[src/shared/scm_pkg.sv]
// Constants, register map and types shared by the amplifier menu block.
package scm_pkg;
   // ----------------------------------------------------------------
   // Register map
   // ----------------------------------------------------------------
   localparam logic [11:0] ADDR_CTRL = 12'h000;
   localparam logic [11:0] ADDR_LOAD = 12'h004;
   localparam logic [11:0] ADDR_STAT = 12'h008;
   localparam logic [31:0] RD_ZERO = 32'h0000_0000;
   // CTRL fields
   localparam int CTRL_FAULT_EN = 0;
   localparam int CTRL_ACT = 1;
   localparam int CTRL_SUPPLIES = 2;
   localparam int CTRL_PWR_NA = 3;
   localparam logic [3:0] CTRL_RST = 4'h1;
   // LOAD fields: bits 2..0 custom types, bit 3 individual table
   localparam int LOAD_W = 4;
   localparam int LOAD_TABLE = 3;
   // ----------------------------------------------------------------
   // Buttons and amplifier pins
   // ----------------------------------------------------------------
   localparam int BTN_W = 5;
   localparam int BTN_FUP = 0;
   localparam int BTN_FDN = 1;
   localparam int BTN_DUP = 2;
   localparam int BTN_DDN = 3;
   localparam int BTN_ENT = 4;
   localparam int MODEL_W = 16;
   localparam int AMP_W = 18;
   localparam int AMP_PRESENT = 16;
   localparam int AMP_HAS_CHAR = 17;
   // ----------------------------------------------------------------
   // Values
   // ----------------------------------------------------------------
   localparam int VAL_W = 3;
   localparam logic [2:0] COMP_OFF = 3'h0;
   localparam logic [2:0] COMP_STD_A = 3'h1;
   localparam int COMP_STD_LO = 1;
   localparam int COMP_CUST_LO = 4;
   localparam int COMP_TABLE = 7;
   localparam int COMP_N = 8;
   localparam logic MODE_EXT = 1'b0;
   localparam logic MODE_BASIC = 1'b1;
   localparam logic PWR_RESTORE = 1'b0;
   localparam logic PWR_NO_TRANSMIT_AT_POWER_UP = 1'b1;
   // Non-volatile word layout
   localparam int NV_W = 6;
   localparam int NV_MODE = 3;
   localparam int NV_PWR = 4;
   localparam int NV_ACT = 5;
   typedef enum logic [2:0] {
      PG_COMP = 3'b001,
      PG_MODE = 3'b010,
      PG_PWR = 3'b100
   } scm_page_t;
endpackage : scm_pkg

[src/shared/scm_sync_if.sv]
// Synchronised levels and rising-edge pulses between the input stage and the menu.
`timescale 1ns/1ns
`default_nettype none
interface scm_sync_if #(parameter int W = 1);
   logic [W-1:0] lvl;
   logic [W-1:0] rise;
   modport src (output lvl, output rise);
   modport dst (input lvl, input rise);
endinterface : scm_sync_if
`default_nettype wire

[src/core/scm_sspa_menu.sv]
// Front-panel menu for amplifier compensation type, interface mode and power-up mode.
//
// Function
// - Function buttons step menu forward or back.
// - Changed uncommitted value shows flashing.
// - Enter commits pending value, stops flashing.
// - Leaving a parameter discards pending value.
// - Fault control disabled forces compensation Off.
// - Illegal non-Off compensation commit refused with error.
// - List holds Off, standards, three customs.
// - Uploaded individual table adds one entry.
// - Amplifier-supplied characteristic sets type automatically.
// - Amplifier info read once; reset refreshes.
// - Standard name is model plus suffix.
// - Data buttons scroll compensation entries.
// - Up data toggles Extended and Basic.
// - Extended mode enables richer amplifier feedback.
// - No-transmit power-up keeps amplifier off.
// - Restore power-up returns previous activation.
// - Up data toggles power-up mode values.
// - Early converters show power-up mode N/A.
`timescale 1ns/1ns
`default_nettype none
module scm_sspa_menu
   import scm_pkg::*;
(
   input wire logic clk,
   input wire logic sys_rst,
   input wire logic psel,
   input wire logic penable,
   input wire logic pwrite,
   input wire logic [11:0] paddr,
   input wire logic [31:0] pwdata,
   output logic [31:0] prdata,
   output logic pready,
   output logic pslverr,
   input wire logic [BTN_W-1:0] btn_raw,
   input wire logic amp_present,
   input wire logic amp_has_char,
   input wire logic [MODEL_W-1:0] amp_model,
   input wire logic [NV_W-1:0] nv_rdata,
   output logic nv_wr,
   output logic [NV_W-1:0] nv_wdata,
   output logic [2:0] disp_page,
   output logic [VAL_W-1:0] disp_value,
   output logic disp_flash,
   output logic disp_err,
   output logic disp_na,
   output logic disp_std,
   output logic [MODEL_W-1:0] disp_model,
   output logic amp_activate,
   output logic amp_ext_feedback
);
   // ----------------------------------------------------------------
   // Input synchronisers
   // ----------------------------------------------------------------
   scm_sync_if #(.W(BTN_W)) key_if ();
   scm_sync_if #(.W(AMP_W)) amp_if ();

   scm_sync #(.W(BTN_W)) u_key_sync (
      .clk(clk),
      .sys_rst(sys_rst),
      .raw(btn_raw),
      .port(key_if)
   );

   scm_sync #(.W(AMP_W)) u_amp_sync (
      .clk(clk),
      .sys_rst(sys_rst),
      .raw({amp_has_char, amp_present, amp_model}),
      .port(amp_if)
   );

   // ----------------------------------------------------------------
   // State
   // ----------------------------------------------------------------
   scm_page_t page_ff;
   scm_page_t nxt_page;
   logic [VAL_W-1:0] comp_ff;
   logic [VAL_W-1:0] nxt_comp;
   logic mode_ff;
   logic nxt_mode;
   logic pwr_ff;
   logic nxt_pwr;
   logic act_ff;
   logic nxt_act;
   logic edit_ff;
   logic nxt_edit;
   logic [VAL_W-1:0] pend_ff;
   logic err_ff;
   logic boot_ff;
   logic info_ff;
   logic has_char_ff;
   logic [MODEL_W-1:0] model_ff;
   logic fault_en_ff;
   logic supplies_ff;
   logic pwr_na_ff;
   logic [LOAD_W-1:0] loaded_ff;
   logic [31:0] prdata_ff;
   logic pready_ff;
   logic pslverr_ff;
   logic nv_wr_ff;
   logic [NV_W-1:0] nv_wdata_ff;
   logic [2:0] disp_page_ff;
   logic [VAL_W-1:0] disp_value_ff;
   logic disp_flash_ff;
   logic disp_na_ff;
   logic disp_std_ff;
   logic ext_fb_ff;

   // ----------------------------------------------------------------
   // Compensation list stepping
   // ----------------------------------------------------------------
   function automatic logic [VAL_W-1:0] step_avail(
      input logic [VAL_W-1:0] cur,
      input logic [COMP_N-1:0] av,
      input logic up
   );
      logic [VAL_W-1:0] cand;
      logic [VAL_W-1:0] res;
      logic hit;
      res = cur;
      hit = 1'b0;
      for (int i = 1; i < COMP_N; i++) begin
         cand = up ? cur + VAL_W'(i) : cur - VAL_W'(i);
         if (!hit && av[cand]) begin
            res = cand;
            hit = 1'b1;
         end
      end
      return res;
   endfunction : step_avail

   // ----------------------------------------------------------------
   // Decode
   // ----------------------------------------------------------------
   wire fup = key_if.rise[BTN_FUP];
   wire fdn = key_if.rise[BTN_FDN];
   wire dup = key_if.rise[BTN_DUP];
   wire ddn = key_if.rise[BTN_DDN];
   wire ent = key_if.rise[BTN_ENT];
   wire any_key = |key_if.rise;
   wire fn_move = fup | fdn;
   wire on_comp = (page_ff == PG_COMP);
   wire on_mode = (page_ff == PG_MODE);
   wire on_pwr = (page_ff == PG_PWR);

   wire apb_acc = psel & penable & ~pready_ff;
   wire apb_done = psel & penable & pready_ff;
   wire sel_ctrl = (paddr == ADDR_CTRL);
   wire sel_load = (paddr == ADDR_LOAD);
   wire sel_stat = (paddr == ADDR_STAT);
   wire mapped = sel_ctrl | sel_load | sel_stat;
   wire wr_ctrl = apb_done & pwrite & sel_ctrl;
   wire wr_load = apb_done & pwrite & sel_load;

   // Converter-held lists offer every standard; an amplifier that carries its own
   // characteristic offers only its one standard, and only if it reported one.
   wire [2:0] std_av = supplies_ff ? {2'b00, has_char_ff} : 3'b111;
   wire [COMP_N-1:0] avail = {loaded_ff[LOAD_TABLE], loaded_ff[2:0], std_av, 1'b1};

   wire [VAL_W-1:0] cur_val = on_comp ? comp_ff : {2'b00, on_mode ? mode_ff : pwr_ff};
   wire [VAL_W-1:0] shown = edit_ff ? pend_ff : cur_val;
   wire pwr_locked = on_pwr & pwr_na_ff;
   wire data_ev = on_comp ? (dup | ddn) : (dup & ~pwr_locked);
   wire [VAL_W-1:0] comp_step = step_avail(shown, avail, dup);
   wire [VAL_W-1:0] tog_val = {2'b00, ~shown[0]};
   wire [VAL_W-1:0] new_val = on_comp ? comp_step : tog_val;
   wire commit = ent & edit_ff & ~fn_move;
   // Basic mode cannot be combined with compensation; the operator is expected
   // to choose Off, and a non-Off commit in that state is refused here.
   wire illegal = on_comp & (pend_ff != COMP_OFF) & (~fault_en_ff | (mode_ff == MODE_BASIC));
   wire commit_ok = commit & ~illegal;
   wire capture = ~boot_ff & ~info_ff & amp_if.lvl[AMP_PRESENT];
   wire [VAL_W-1:0] cap_comp = amp_if.lvl[AMP_HAS_CHAR] ? COMP_STD_A : COMP_OFF;
   wire flash = edit_ff & (pend_ff != cur_val);

   // ----------------------------------------------------------------
   // Next-state selection
   // ----------------------------------------------------------------
   always_comb begin
      case (page_ff)
         PG_COMP: nxt_page = fup ? PG_MODE : (fdn ? PG_PWR : PG_COMP);
         PG_MODE: nxt_page = fup ? PG_PWR : (fdn ? PG_COMP : PG_MODE);
         PG_PWR: nxt_page = fup ? PG_COMP : (fdn ? PG_MODE : PG_PWR);
         default: nxt_page = PG_COMP;
      endcase
   end

   always_comb begin
      if (boot_ff) begin
         nxt_comp = nv_rdata[VAL_W-1:0];
      end else if (!fault_en_ff) begin
         nxt_comp = COMP_OFF;
      end else if (capture && supplies_ff) begin
         nxt_comp = cap_comp;
      end else if (commit_ok && on_comp) begin
         nxt_comp = pend_ff;
      end else begin
         nxt_comp = comp_ff;
      end
   end

   assign nxt_mode = boot_ff ? nv_rdata[NV_MODE] : ((commit_ok & on_mode) ? pend_ff[0] : mode_ff);
   assign nxt_pwr = boot_ff ? nv_rdata[NV_PWR] : ((commit_ok & on_pwr) ? pend_ff[0] : pwr_ff);
   // Power-up activation follows the stored power-up mode in the saved word.
   assign nxt_act = boot_ff ? ((nv_rdata[NV_PWR] == PWR_NO_TRANSMIT_AT_POWER_UP) ? 1'b0 : nv_rdata[NV_ACT])
      : (wr_ctrl ? pwdata[CTRL_ACT] : act_ff);
   // Leaving the parameter drops the edit without touching the stored value.
   assign nxt_edit = fn_move ? 1'b0 : (commit_ok ? 1'b0 : (data_ev ? 1'b1 : edit_ff));

   wire [NV_W-1:0] cur_word = {act_ff, pwr_ff, mode_ff, comp_ff};
   wire [NV_W-1:0] nxt_word = {nxt_act, nxt_pwr, nxt_mode, nxt_comp};

   wire [31:0] stat_word = {20'h0_0000, page_ff, info_ff, err_ff, edit_ff, act_ff, pwr_ff, mode_ff, comp_ff};
   wire [31:0] ctrl_word = {28'h000_0000, pwr_na_ff, supplies_ff, act_ff, fault_en_ff};
   wire [31:0] load_word = {28'h000_0000, loaded_ff};
   wire [31:0] rd_word = sel_ctrl ? ctrl_word : (sel_load ? load_word : (sel_stat ? stat_word : RD_ZERO));

   // ----------------------------------------------------------------
   // Menu registers
   // ----------------------------------------------------------------
   always_ff @(posedge clk) begin
      if (sys_rst) begin
         page_ff <= PG_COMP;
         comp_ff <= COMP_OFF;
         mode_ff <= MODE_EXT;
         pwr_ff <= PWR_NO_TRANSMIT_AT_POWER_UP;
         act_ff <= 1'b0;
         edit_ff <= 1'b0;
         pend_ff <= COMP_OFF;
         boot_ff <= 1'b1;
         ext_fb_ff <= 1'b0;
      end else begin
         page_ff <= nxt_page;
         comp_ff <= nxt_comp;
         mode_ff <= nxt_mode;
         pwr_ff <= nxt_pwr;
         act_ff <= nxt_act;
         edit_ff <= nxt_edit;
         pend_ff <= data_ev ? new_val : pend_ff;
         boot_ff <= 1'b0;
         ext_fb_ff <= (nxt_mode == MODE_EXT);
      end
   end

   // A refusal sets the error; any later key press clears it, a new refusal wins.
   always_ff @(posedge clk) begin
      if (sys_rst) begin
         err_ff <= 1'b0;
      end else begin
         err_ff <= (commit & illegal) | (err_ff & ~any_key);
      end
   end

   // Amplifier details are taken once per reset; later plug changes are ignored
   // on purpose, so a stale model shows until the controller is reset.
   always_ff @(posedge clk) begin
      if (sys_rst) begin
         info_ff <= 1'b0;
         has_char_ff <= 1'b0;
         model_ff <= '0;
      end else if (capture) begin
         info_ff <= 1'b1;
         has_char_ff <= amp_if.lvl[AMP_HAS_CHAR];
         model_ff <= amp_if.lvl[MODEL_W-1:0];
      end
   end

   always_ff @(posedge clk) begin
      if (sys_rst) begin
         nv_wr_ff <= 1'b0;
         nv_wdata_ff <= '0;
      end else begin
         nv_wr_ff <= ~boot_ff & (nxt_word != cur_word);
         nv_wdata_ff <= nxt_word;
      end
   end

   // ----------------------------------------------------------------
   // Display
   // ----------------------------------------------------------------
   always_ff @(posedge clk) begin
      if (sys_rst) begin
         disp_page_ff <= PG_COMP;
         disp_value_ff <= COMP_OFF;
         disp_flash_ff <= 1'b0;
         disp_na_ff <= 1'b0;
         disp_std_ff <= 1'b0;
      end else begin
         disp_page_ff <= page_ff;
         disp_value_ff <= shown;
         disp_flash_ff <= flash;
         disp_na_ff <= pwr_locked;
         disp_std_ff <= on_comp & supplies_ff & (shown == COMP_STD_A);
      end
   end

   // ----------------------------------------------------------------
   // APB slave
   // ----------------------------------------------------------------
   always_ff @(posedge clk) begin
      if (sys_rst) begin
         fault_en_ff <= CTRL_RST[CTRL_FAULT_EN];
         supplies_ff <= CTRL_RST[CTRL_SUPPLIES];
         pwr_na_ff <= CTRL_RST[CTRL_PWR_NA];
         loaded_ff <= '0;
      end else begin
         if (wr_ctrl) begin
            fault_en_ff <= pwdata[CTRL_FAULT_EN];
            supplies_ff <= pwdata[CTRL_SUPPLIES];
            pwr_na_ff <= pwdata[CTRL_PWR_NA];
         end
         if (wr_load) begin
            loaded_ff <= pwdata[LOAD_W-1:0];
         end
      end
   end

   // One wait state: the answer is prepared in the first access cycle.
   always_ff @(posedge clk) begin
      if (sys_rst) begin
         pready_ff <= 1'b0;
         pslverr_ff <= 1'b0;
         prdata_ff <= RD_ZERO;
      end else begin
         pready_ff <= apb_acc;
         pslverr_ff <= apb_acc & ~mapped;
         prdata_ff <= (apb_acc & ~pwrite) ? rd_word : RD_ZERO;
      end
   end

   assign prdata = prdata_ff;
   assign pready = pready_ff;
   assign pslverr = pslverr_ff;
   assign nv_wr = nv_wr_ff;
   assign nv_wdata = nv_wdata_ff;
   assign disp_page = disp_page_ff;
   assign disp_value = disp_value_ff;
   assign disp_flash = disp_flash_ff;
   assign disp_err = err_ff;
   assign disp_na = disp_na_ff;
   assign disp_std = disp_std_ff;
   assign disp_model = model_ff;
   assign amp_activate = act_ff;
   assign amp_ext_feedback = ext_fb_ff;
endmodule : scm_sspa_menu
`default_nettype wire

[src/core/scm_sync.sv]
// Two-flop synchroniser with rising-edge detection for a group of pins.
`timescale 1ns/1ns
`default_nettype none
module scm_sync #(
   parameter int W = 1
) (
   input wire logic clk,
   input wire logic sys_rst,
   input wire logic [W-1:0] raw,
   scm_sync_if.src port
);
   logic [W-1:0] meta_ff;
   logic [W-1:0] sync_ff;
   logic [W-1:0] last_ff;

   always_ff @(posedge clk) begin
      if (sys_rst) begin
         meta_ff <= '0;
         sync_ff <= '0;
         last_ff <= '0;
      end else begin
         meta_ff <= raw;
         sync_ff <= meta_ff;
         last_ff <= sync_ff;
      end
   end

   assign port.lvl = sync_ff;
   assign port.rise = sync_ff & ~last_ff;
endmodule : scm_sync
`default_nettype wire

[config.mk]
export PLATFORM = sky130hd
export DESIGN_NAME = scm_sspa_menu
export DESIGN_NICKNAME = d
export VERILOG_FILES = /design/src/shared/scm_pkg.sv /design/src/shared/scm_sync_if.sv /design/src/core/scm_sspa_menu.sv /design/src/core/scm_sync.sv
export SDC_FILE = /design/constraint.sdc
export NUM_CORES = 1
export LEC_CHECK = 0
export BUFFER_PORTS_ARGS = -buffer_cell sky130_fd_sc_hd__buf_4
export CAP_MARGIN = 20
export CORE_MARGIN = 4
export CORE_UTILIZATION = 30
export CTS_BUF_LIST = sky130_fd_sc_hd__clkbuf_4 sky130_fd_sc_hd__clkbuf_8
export CTS_CLUSTER_DIAMETER = 100
export DETAILED_ROUTE_END_ITERATION = 7
export PLACE_DENSITY = 0.59
export SYNTH_ARGS = -nofsm -noshare
export SYNTH_HDL_FRONTEND = slang
export SYNTH_HIERARCHICAL = 1
export SYNTH_SLANG_ARGS = --single-unit
[constraint.sdc]
create_clock -name clk -period 6.9 [get_ports clk]
set_input_delay 0.69 -clock clk [delete_from_list [all_inputs] [get_ports clk]]
set_output_delay 0.69 -clock clk [all_outputs]
set_load 0.005 [all_outputs]
# Word level (Yosys, flattened, before mapping)
# Index checks and enable logic that the tools add are counted.
dict set report op_classes {
  n_bitwise 47
  multipliers 0
  n_shift 0
  n_lt_le_gt_ge 7
  eq_ne 8
  reduce_logical 21
  n_div 0
  mux 63
  addsub 14
}
# operator count
set ops {}
lappend ops {{$mux 3} 27}
lappend ops {{$lt 3x4->1 const B} 7}
lappend ops {{$and 1x1->1} 25}
lappend ops {{$mux 1} 24}
lappend ops {{$bmux 1 s3} 7}
lappend ops {{$not 1->1} 14}
lappend ops {{$add 3x3->3 const B} 4}
lappend ops {{$eq 12x3->1 const B} 1}
lappend ops {{$eq 12x4->1 const B} 1}
lappend ops {{$logic_not 12->1} 1}
lappend ops {{$mux 4} 3}
lappend ops {{$sub 3x3->3 const B} 4}
lappend ops {{$reduce_or 5->1} 2}
lappend ops {{$pmux 3 s3} 1}
lappend ops {{$logic_and 1x1->1} 8}
lappend ops {{$add 3x2->3 const B} 2}
lappend ops {{$eq 3x1->1 const B} 2}
lappend ops {{$logic_not 1->1} 6}
lappend ops {{$ne 6x6->1} 1}
lappend ops {{$or 1x1->1} 6}
lappend ops {{$sub 3x2->3 const B} 2}
lappend ops {{$and 5x5->5} 1}
lappend ops {{$not 5->5} 1}
lappend ops {{$reduce_or 4->1} 1}
lappend ops {{9 further kinds} 9}
dict set report word_totals {
  ramBits 0
  latchBits 0
  wordCells 194
  out_inout_bits 69
  n_memories 0
  register_bits 142
  rom_bits 0
}

# Longest topological paths before layout
dict set report depth {
  word_depth 28
  ltp_mapped 16
  mapped_depth_nobuf 13
}

# Modules after synthesis
# Netlist, hierarchy kept.
# module cells_each instances area_per_inst_um2
set modules_own_cells {}
lappend modules_own_cells {scm_sspa_menu 483 1 3911.3}
lappend modules_own_cells {{scm_sync at u_amp_sync} 131 1 1556.5}
lappend modules_own_cells {{scm_sync at u_key_sync} 36 1 464.2}

# Least setup slack after synthesis
# OpenSTA, ideal clock, no wires.
dict set report synth_path {
  kind {register to register}
  from {register page_ff[2]}
  to {register pend_ff[1]}
  setup_ps 135
  stages_incl_launch_ff 13
  period_less_slack_ps 3546
  required_time_ps 6765
  setup_slack_ps 3354
  arrival_ps 3411
  n_path_buf 1
  path_cell_list {dfxtp_1 buf_2 and4bb_1 a211oi_2 a21o_1 fa_1 xnor3_1 a2111oi_1 nor4_2 a2111o_1 or3_1 o31ai_1 o32ai_1}
}
dict set report synth_between {
  elab_chain_len 28
  word_cells_on_any_way 71
  cone_classes {add/sub (14); eq/ne (3); mux (39); bitwise (3); reduce/logical (12)}
}
# item line
set synth_rtl {}
lappend synth_rtl {{start, declared} scm_sspa_menu.sv:77} ;# scm_page_t page_ff;
lappend synth_rtl {{start signal, assigned} scm_sspa_menu.sv:235} ;# page_ff <= nxt_page;
lappend synth_rtl {{$eq 3x2->1} scm_sspa_menu.sv:145} ;# wire on_mode = (page_ff == PG_MODE);
lappend synth_rtl {{$mux 1} scm_sspa_menu.sv:162} ;# wire [VAL_W-1:0] cur_val = on_comp ? comp_ff : {2'b00, on_mode ? mode_ff : pwr_ff};
lappend synth_rtl {{$mux 3} scm_sspa_menu.sv:162}
lappend synth_rtl {{$mux 3} scm_sspa_menu.sv:163} ;# wire [VAL_W-1:0] shown = edit_ff ? pend_ff : cur_val;
lappend synth_rtl {{$sub 3x1->3 or $add 3x1->3 (tied branches)} scm_sspa_menu.sv:125} ;# cand = up ? cur + VAL_W'(i) : cur - VAL_W'(i);
lappend synth_rtl {{$mux 3} scm_sspa_menu.sv:125}
lappend synth_rtl {{$bmux 1 s3} scm_sspa_menu.sv:126} ;# if (!hit && av[cand]) begin
lappend synth_rtl {{$mux 1 (implied by the code)} scm_sspa_menu.sv:126}
lappend synth_rtl {{[... 12 more ...]} --}
lappend synth_rtl {{$mux 1} scm_sspa_menu.sv:126}
lappend synth_rtl {{$logic_not 1->1} scm_sspa_menu.sv:126}
lappend synth_rtl {{$logic_and 1x1->1} scm_sspa_menu.sv:126}
lappend synth_rtl {{$mux 1} scm_sspa_menu.sv:126}
lappend synth_rtl {{$logic_not 1->1} scm_sspa_menu.sv:126}
lappend synth_rtl {{$logic_and 1x1->1} scm_sspa_menu.sv:126}
lappend synth_rtl {{$mux 3} scm_sspa_menu.sv:126}
lappend synth_rtl {{$mux 3} scm_sspa_menu.sv:168} ;# wire [VAL_W-1:0] new_val = on_comp ? comp_step : tog_val;
lappend synth_rtl {{end signal, assigned} scm_sspa_menu.sv:241} ;# pend_ff <= data_ev ? new_val : pend_ff;
lappend synth_rtl {{end, declared} scm_sspa_menu.sv:89} ;# logic [VAL_W-1:0] pend_ff;
# Several ways; a longest one is shown, not always the timed one. The select of a mux whose other input is x is not followed.
# A chain may end at the register's enable or synchronous reset.

# Worst setup path after layout
dict set report layout_path {
  from {register page_ff[0]}
  to {register pend_ff[1]}
}
dict set report layout_between {
  elab_chain_len 28
  word_cells_on_any_way 71
  cone_classes {add/sub (14); eq/ne (3); mux (39); bitwise (3); reduce/logical (12)}
}
# item line
set layout_rtl {}
lappend layout_rtl {{$eq 3x2->1} scm_sspa_menu.sv:145}
lappend layout_rtl {{$mux 1} scm_sspa_menu.sv:162}
lappend layout_rtl {{$mux 3 (*)} scm_sspa_menu.sv:162}
lappend layout_rtl {{$mux 3 (*)} scm_sspa_menu.sv:163}
lappend layout_rtl {{net shown[0]} scm_sspa_menu.sv:163}
lappend layout_rtl {{$sub 3x1->3 or $add 3x1->3 (tied branches)} scm_sspa_menu.sv:125}
lappend layout_rtl {{$mux 3} scm_sspa_menu.sv:125}
lappend layout_rtl {{$bmux 1 s3} scm_sspa_menu.sv:126}
lappend layout_rtl {{[... 13 more ...]} --}
lappend layout_rtl {{$mux 1} scm_sspa_menu.sv:126}
lappend layout_rtl {{$logic_not 1->1} scm_sspa_menu.sv:126}
lappend layout_rtl {{$logic_and 1x1->1} scm_sspa_menu.sv:126}
lappend layout_rtl {{$mux 1} scm_sspa_menu.sv:126}
lappend layout_rtl {{$logic_not 1->1} scm_sspa_menu.sv:126}
lappend layout_rtl {{$logic_and 1x1->1} scm_sspa_menu.sv:126}
lappend layout_rtl {{$mux 3 (*)} scm_sspa_menu.sv:126}
lappend layout_rtl {{$mux 3 (*)} scm_sspa_menu.sv:168}
# The timed path passes the listed nets; every way through them passes the cells marked *. The select of a mux whose other input is x is not followed.

==> run_results.csv <==
group,metric,value,unit
outcome,status,"finished clean",
timing,setup_viol_count_final,0,
synth,synthesis.area,0.00535,mm²
synth,netlist_instances,596,
cts,cts-root-to-sink-buffers,2,
cts,tritoncts,"done",
global_routing,antenna_found_initial,1,
cts,cts-buffers-inserted,17,
flow_run,maxCapViolations,0,
floorplanning,initial_core_util,30.8,%
routing,dr.first_iter.drc_count,239,
cts,clk_latency,0.43,ns
timing,final_period_minus_worst_setup_slack,4.54,ns
global_routing,grt_pass1_wl,20300,µm
critical_path,timing.critical_path.arrival,4.80,ns
place,dp_hpwl,9190,µm
cts,cts_repair_resize_count,0,
floorplanning,core-area,0.0174,mm²
global_routing,global_route.usage.total,12.8,%
cells_and_area,mostFrequentLayoutCells,"sky130_fd_sc_hd__dfxtp_1, sky130_fd_sc_hd__buf_4, sky130_fd_sc_hd__nand2_1, sky130_fd_sc_hd__nor2b_1, sky130_fd_sc_hd__nor2_1",
place,numPortBuffers,98,
global_routing,global_route.overflow_total,0,
cells_and_area,insertedDiodeCount,0,
routing,postRouteWirelength,12900,µm
cells_and_area,mostFrequentLayoutCell,"sky130_fd_sc_hd__dfxtp_1",
routing,routed-via-count,4385,
power,worst_ir_drop_vdd,0.154,mV
routing,dr.pass1.iters,4,
timing,headroom_to_the_max_slew_limit,29.7,%
cts,clkSlewWorstSetupHoldPaths,0.07,ns
floorplanning,die_area,0.0200,mm²
critical_path,worstSetupStartpointType,"flop",
cts,clk_root_buffer_cell,"sky130_fd_sc_hd__clkbuf_8",
critical_path,path_class,"reg -> reg",
floorplanning,design.portCount,147,
critical_path,crit_buf_inv,1,
place,gp_congestion,0.859,
critical_path,critPathCaptureType,"flop",
timing,finalClockSkew,0.0101,ns
routing,drcViolationCount,0,
global_routing,first_global_vias,3956,
floorplanning,row_count,48,
synth,post_synth.cell_area_avg,8.97,µm²
cts,clock_sink_count,117,
timing,timing.final.crit_share,65.7,%
routing,vias_per_cell,4.79,
critical_path,worst_path_max_fanout,19,
timing,hold_viol_final,0,
cts,cts_hold_repair.buffers,0,
critical_path,critical_path_required,7.16,ns
timing,max_clock_freq,221,MHz
timing,grt_setup_unrepaired,"false",
floorplanning,dieWidth,141,µm
timing,worst-slew-pin-transition,1.05,ns
cts,post-cts-setup-buffer-count,0,
timing,timing.setup.tns,0,ns
critical_path,path_cells,"and4bb_1, a211oi_2, a21o_1, inv_4, ha_1, mux2i_1, xor2_1, nor2_1, and2_1, a2111o_1, or3_1, o31ai_1, o32ai_1",
critical_path,crit_slowest_cell,"sky130_fd_sc_hd__dfxtp_1",
floorplanning,die_height,141,µm
cells_and_area,synthToLayoutAreaGrowth,22.4,%
hold_path,hold_class,"reg -> reg",
cells_and_area,fin_nets,760,
timing,final_max_slew_viol_count,0,
synth,synth.yosys.warnings,6,
critical_path,worst_path_top_cell_family_by_delay,"compound AO/OA/AOI/OAI gates",
cts,htree_num_levels,4,
routing,routed_wire_length_per_instance,14.1,µm
power,power_density_relative_to_cell_area,251,mW/mm²
critical_path,cp_slowest_stage_delay,0.71,ns
timing,hold_slack,0.428,ns
cells_and_area,drive_above_1_share,23.2,%
global_routing,grt_start_max_net_pins,101,
routing,detail-route-antenna-nets,0,
power,total_leakage_power,2.71,nW
==> sequential cells by signal, summed over array words and instances (netlist names), 2 cells and up <==
| name | flops |
|---|---|
| comp_ff | 2 |
| u_key_sync/port.lvl | 5 |
| nv_wdata | 3 |
| disp_value | 3 |
| u_amp_sync/meta_ff | 18 |
| disp_model | 16 |
| u_key_sync/last_ff | 5 |
| loaded_ff | 4 |
| pend_ff | 3 |
| disp_page | 3 |
| prdata | 12 |
| page_ff | 3 |
| u_key_sync/meta_ff | 5 |
| u_amp_sync/port.lvl | 18 |
==> path summary, 6_finish.rpt <==
check	start	endpoint	slack [ns]	depth (start not counted)
worst min-delay path	u_amp_sync/port.lvl[15]$_SDFF_PP0_	disp_model[15]$_SDFFE_PP0P_	0.43	2
worst min register to register	u_amp_sync/port.lvl[15]$_SDFF_PP0_	disp_model[15]$_SDFFE_PP0P_	0.43	2
worst max-delay path	page_ff[0]$_SDFF_PP1_	pend_ff[1]$_SDFFE_PP0P_	2.36	13
worst max register to register	page_ff[0]$_SDFF_PP1_	pend_ff[1]$_SDFFE_PP0P_	2.36	13
==> metal layers <==
| layer | track usage, % | share of wire, % | up-vias |
|---|---|---|---|
| met5 | 0 | 0.10 | - |
| met4 | 4.80 | 1.5 | 2 |
| met3 | 4.85 | 9.6 | 16 |
| met2 | 19.0 | 44 | 177 |
| met1 | 16.9 | 44 | 2020 |
| li1 | - | - | 2170 |
==> where the power goes <==
group,internal [W],switching [W]
Combinational,0.000120,0.000151
Clock,0.000356,0.000292
Sequential,0.000699,0.0000253
==> layout make-up <==
| cell class | count | area (µm²) |
|---|---|---|
| Tap cell | 225 | 282 |
| Inverter | 16 | 62.6 |
| Fill cell | 1779 | 10800 |
| Multi-Input combinational cell | 425 | 2690 |
| Sequential cell | 117 | 2340 |
| Timing Repair Buffer | 100 | 751 |
| Clock inverter | 12 | 141 |
| Clock buffer | 20 | 275 |
==> worst min-delay path, cell delays in order (launching register included) <==
cell and delay, ns:
sky130_fd_sc_hd__dfxtp_1 0.30, sky130_fd_sc_hd__nand2_1 0.04, sky130_fd_sc_hd__a21oi_1 0.05
==> stage by stage <==
step / std cells / total power, W / cell area (µm²) / setup slack (ns) / util [%]
floorplan: 615 / 0.000940 / 5420 / 3.35 / -
global placement: 883 / 0.00101 / 6130 / 2.41 / 35.3
detailed placement: 883 / 0.00101 / 6130 / 2.40 / 35.3
CTS: 915 / 0.00167 / 6540 / 2.38 / 37.7
global route: 915 / 0.00173 / 6540 / 1.96 / 37.7
finish: 915 / 0.00164 / 6540 / 2.36 / 37.7
No activity file was read; power rests on OpenSTA's default activity.
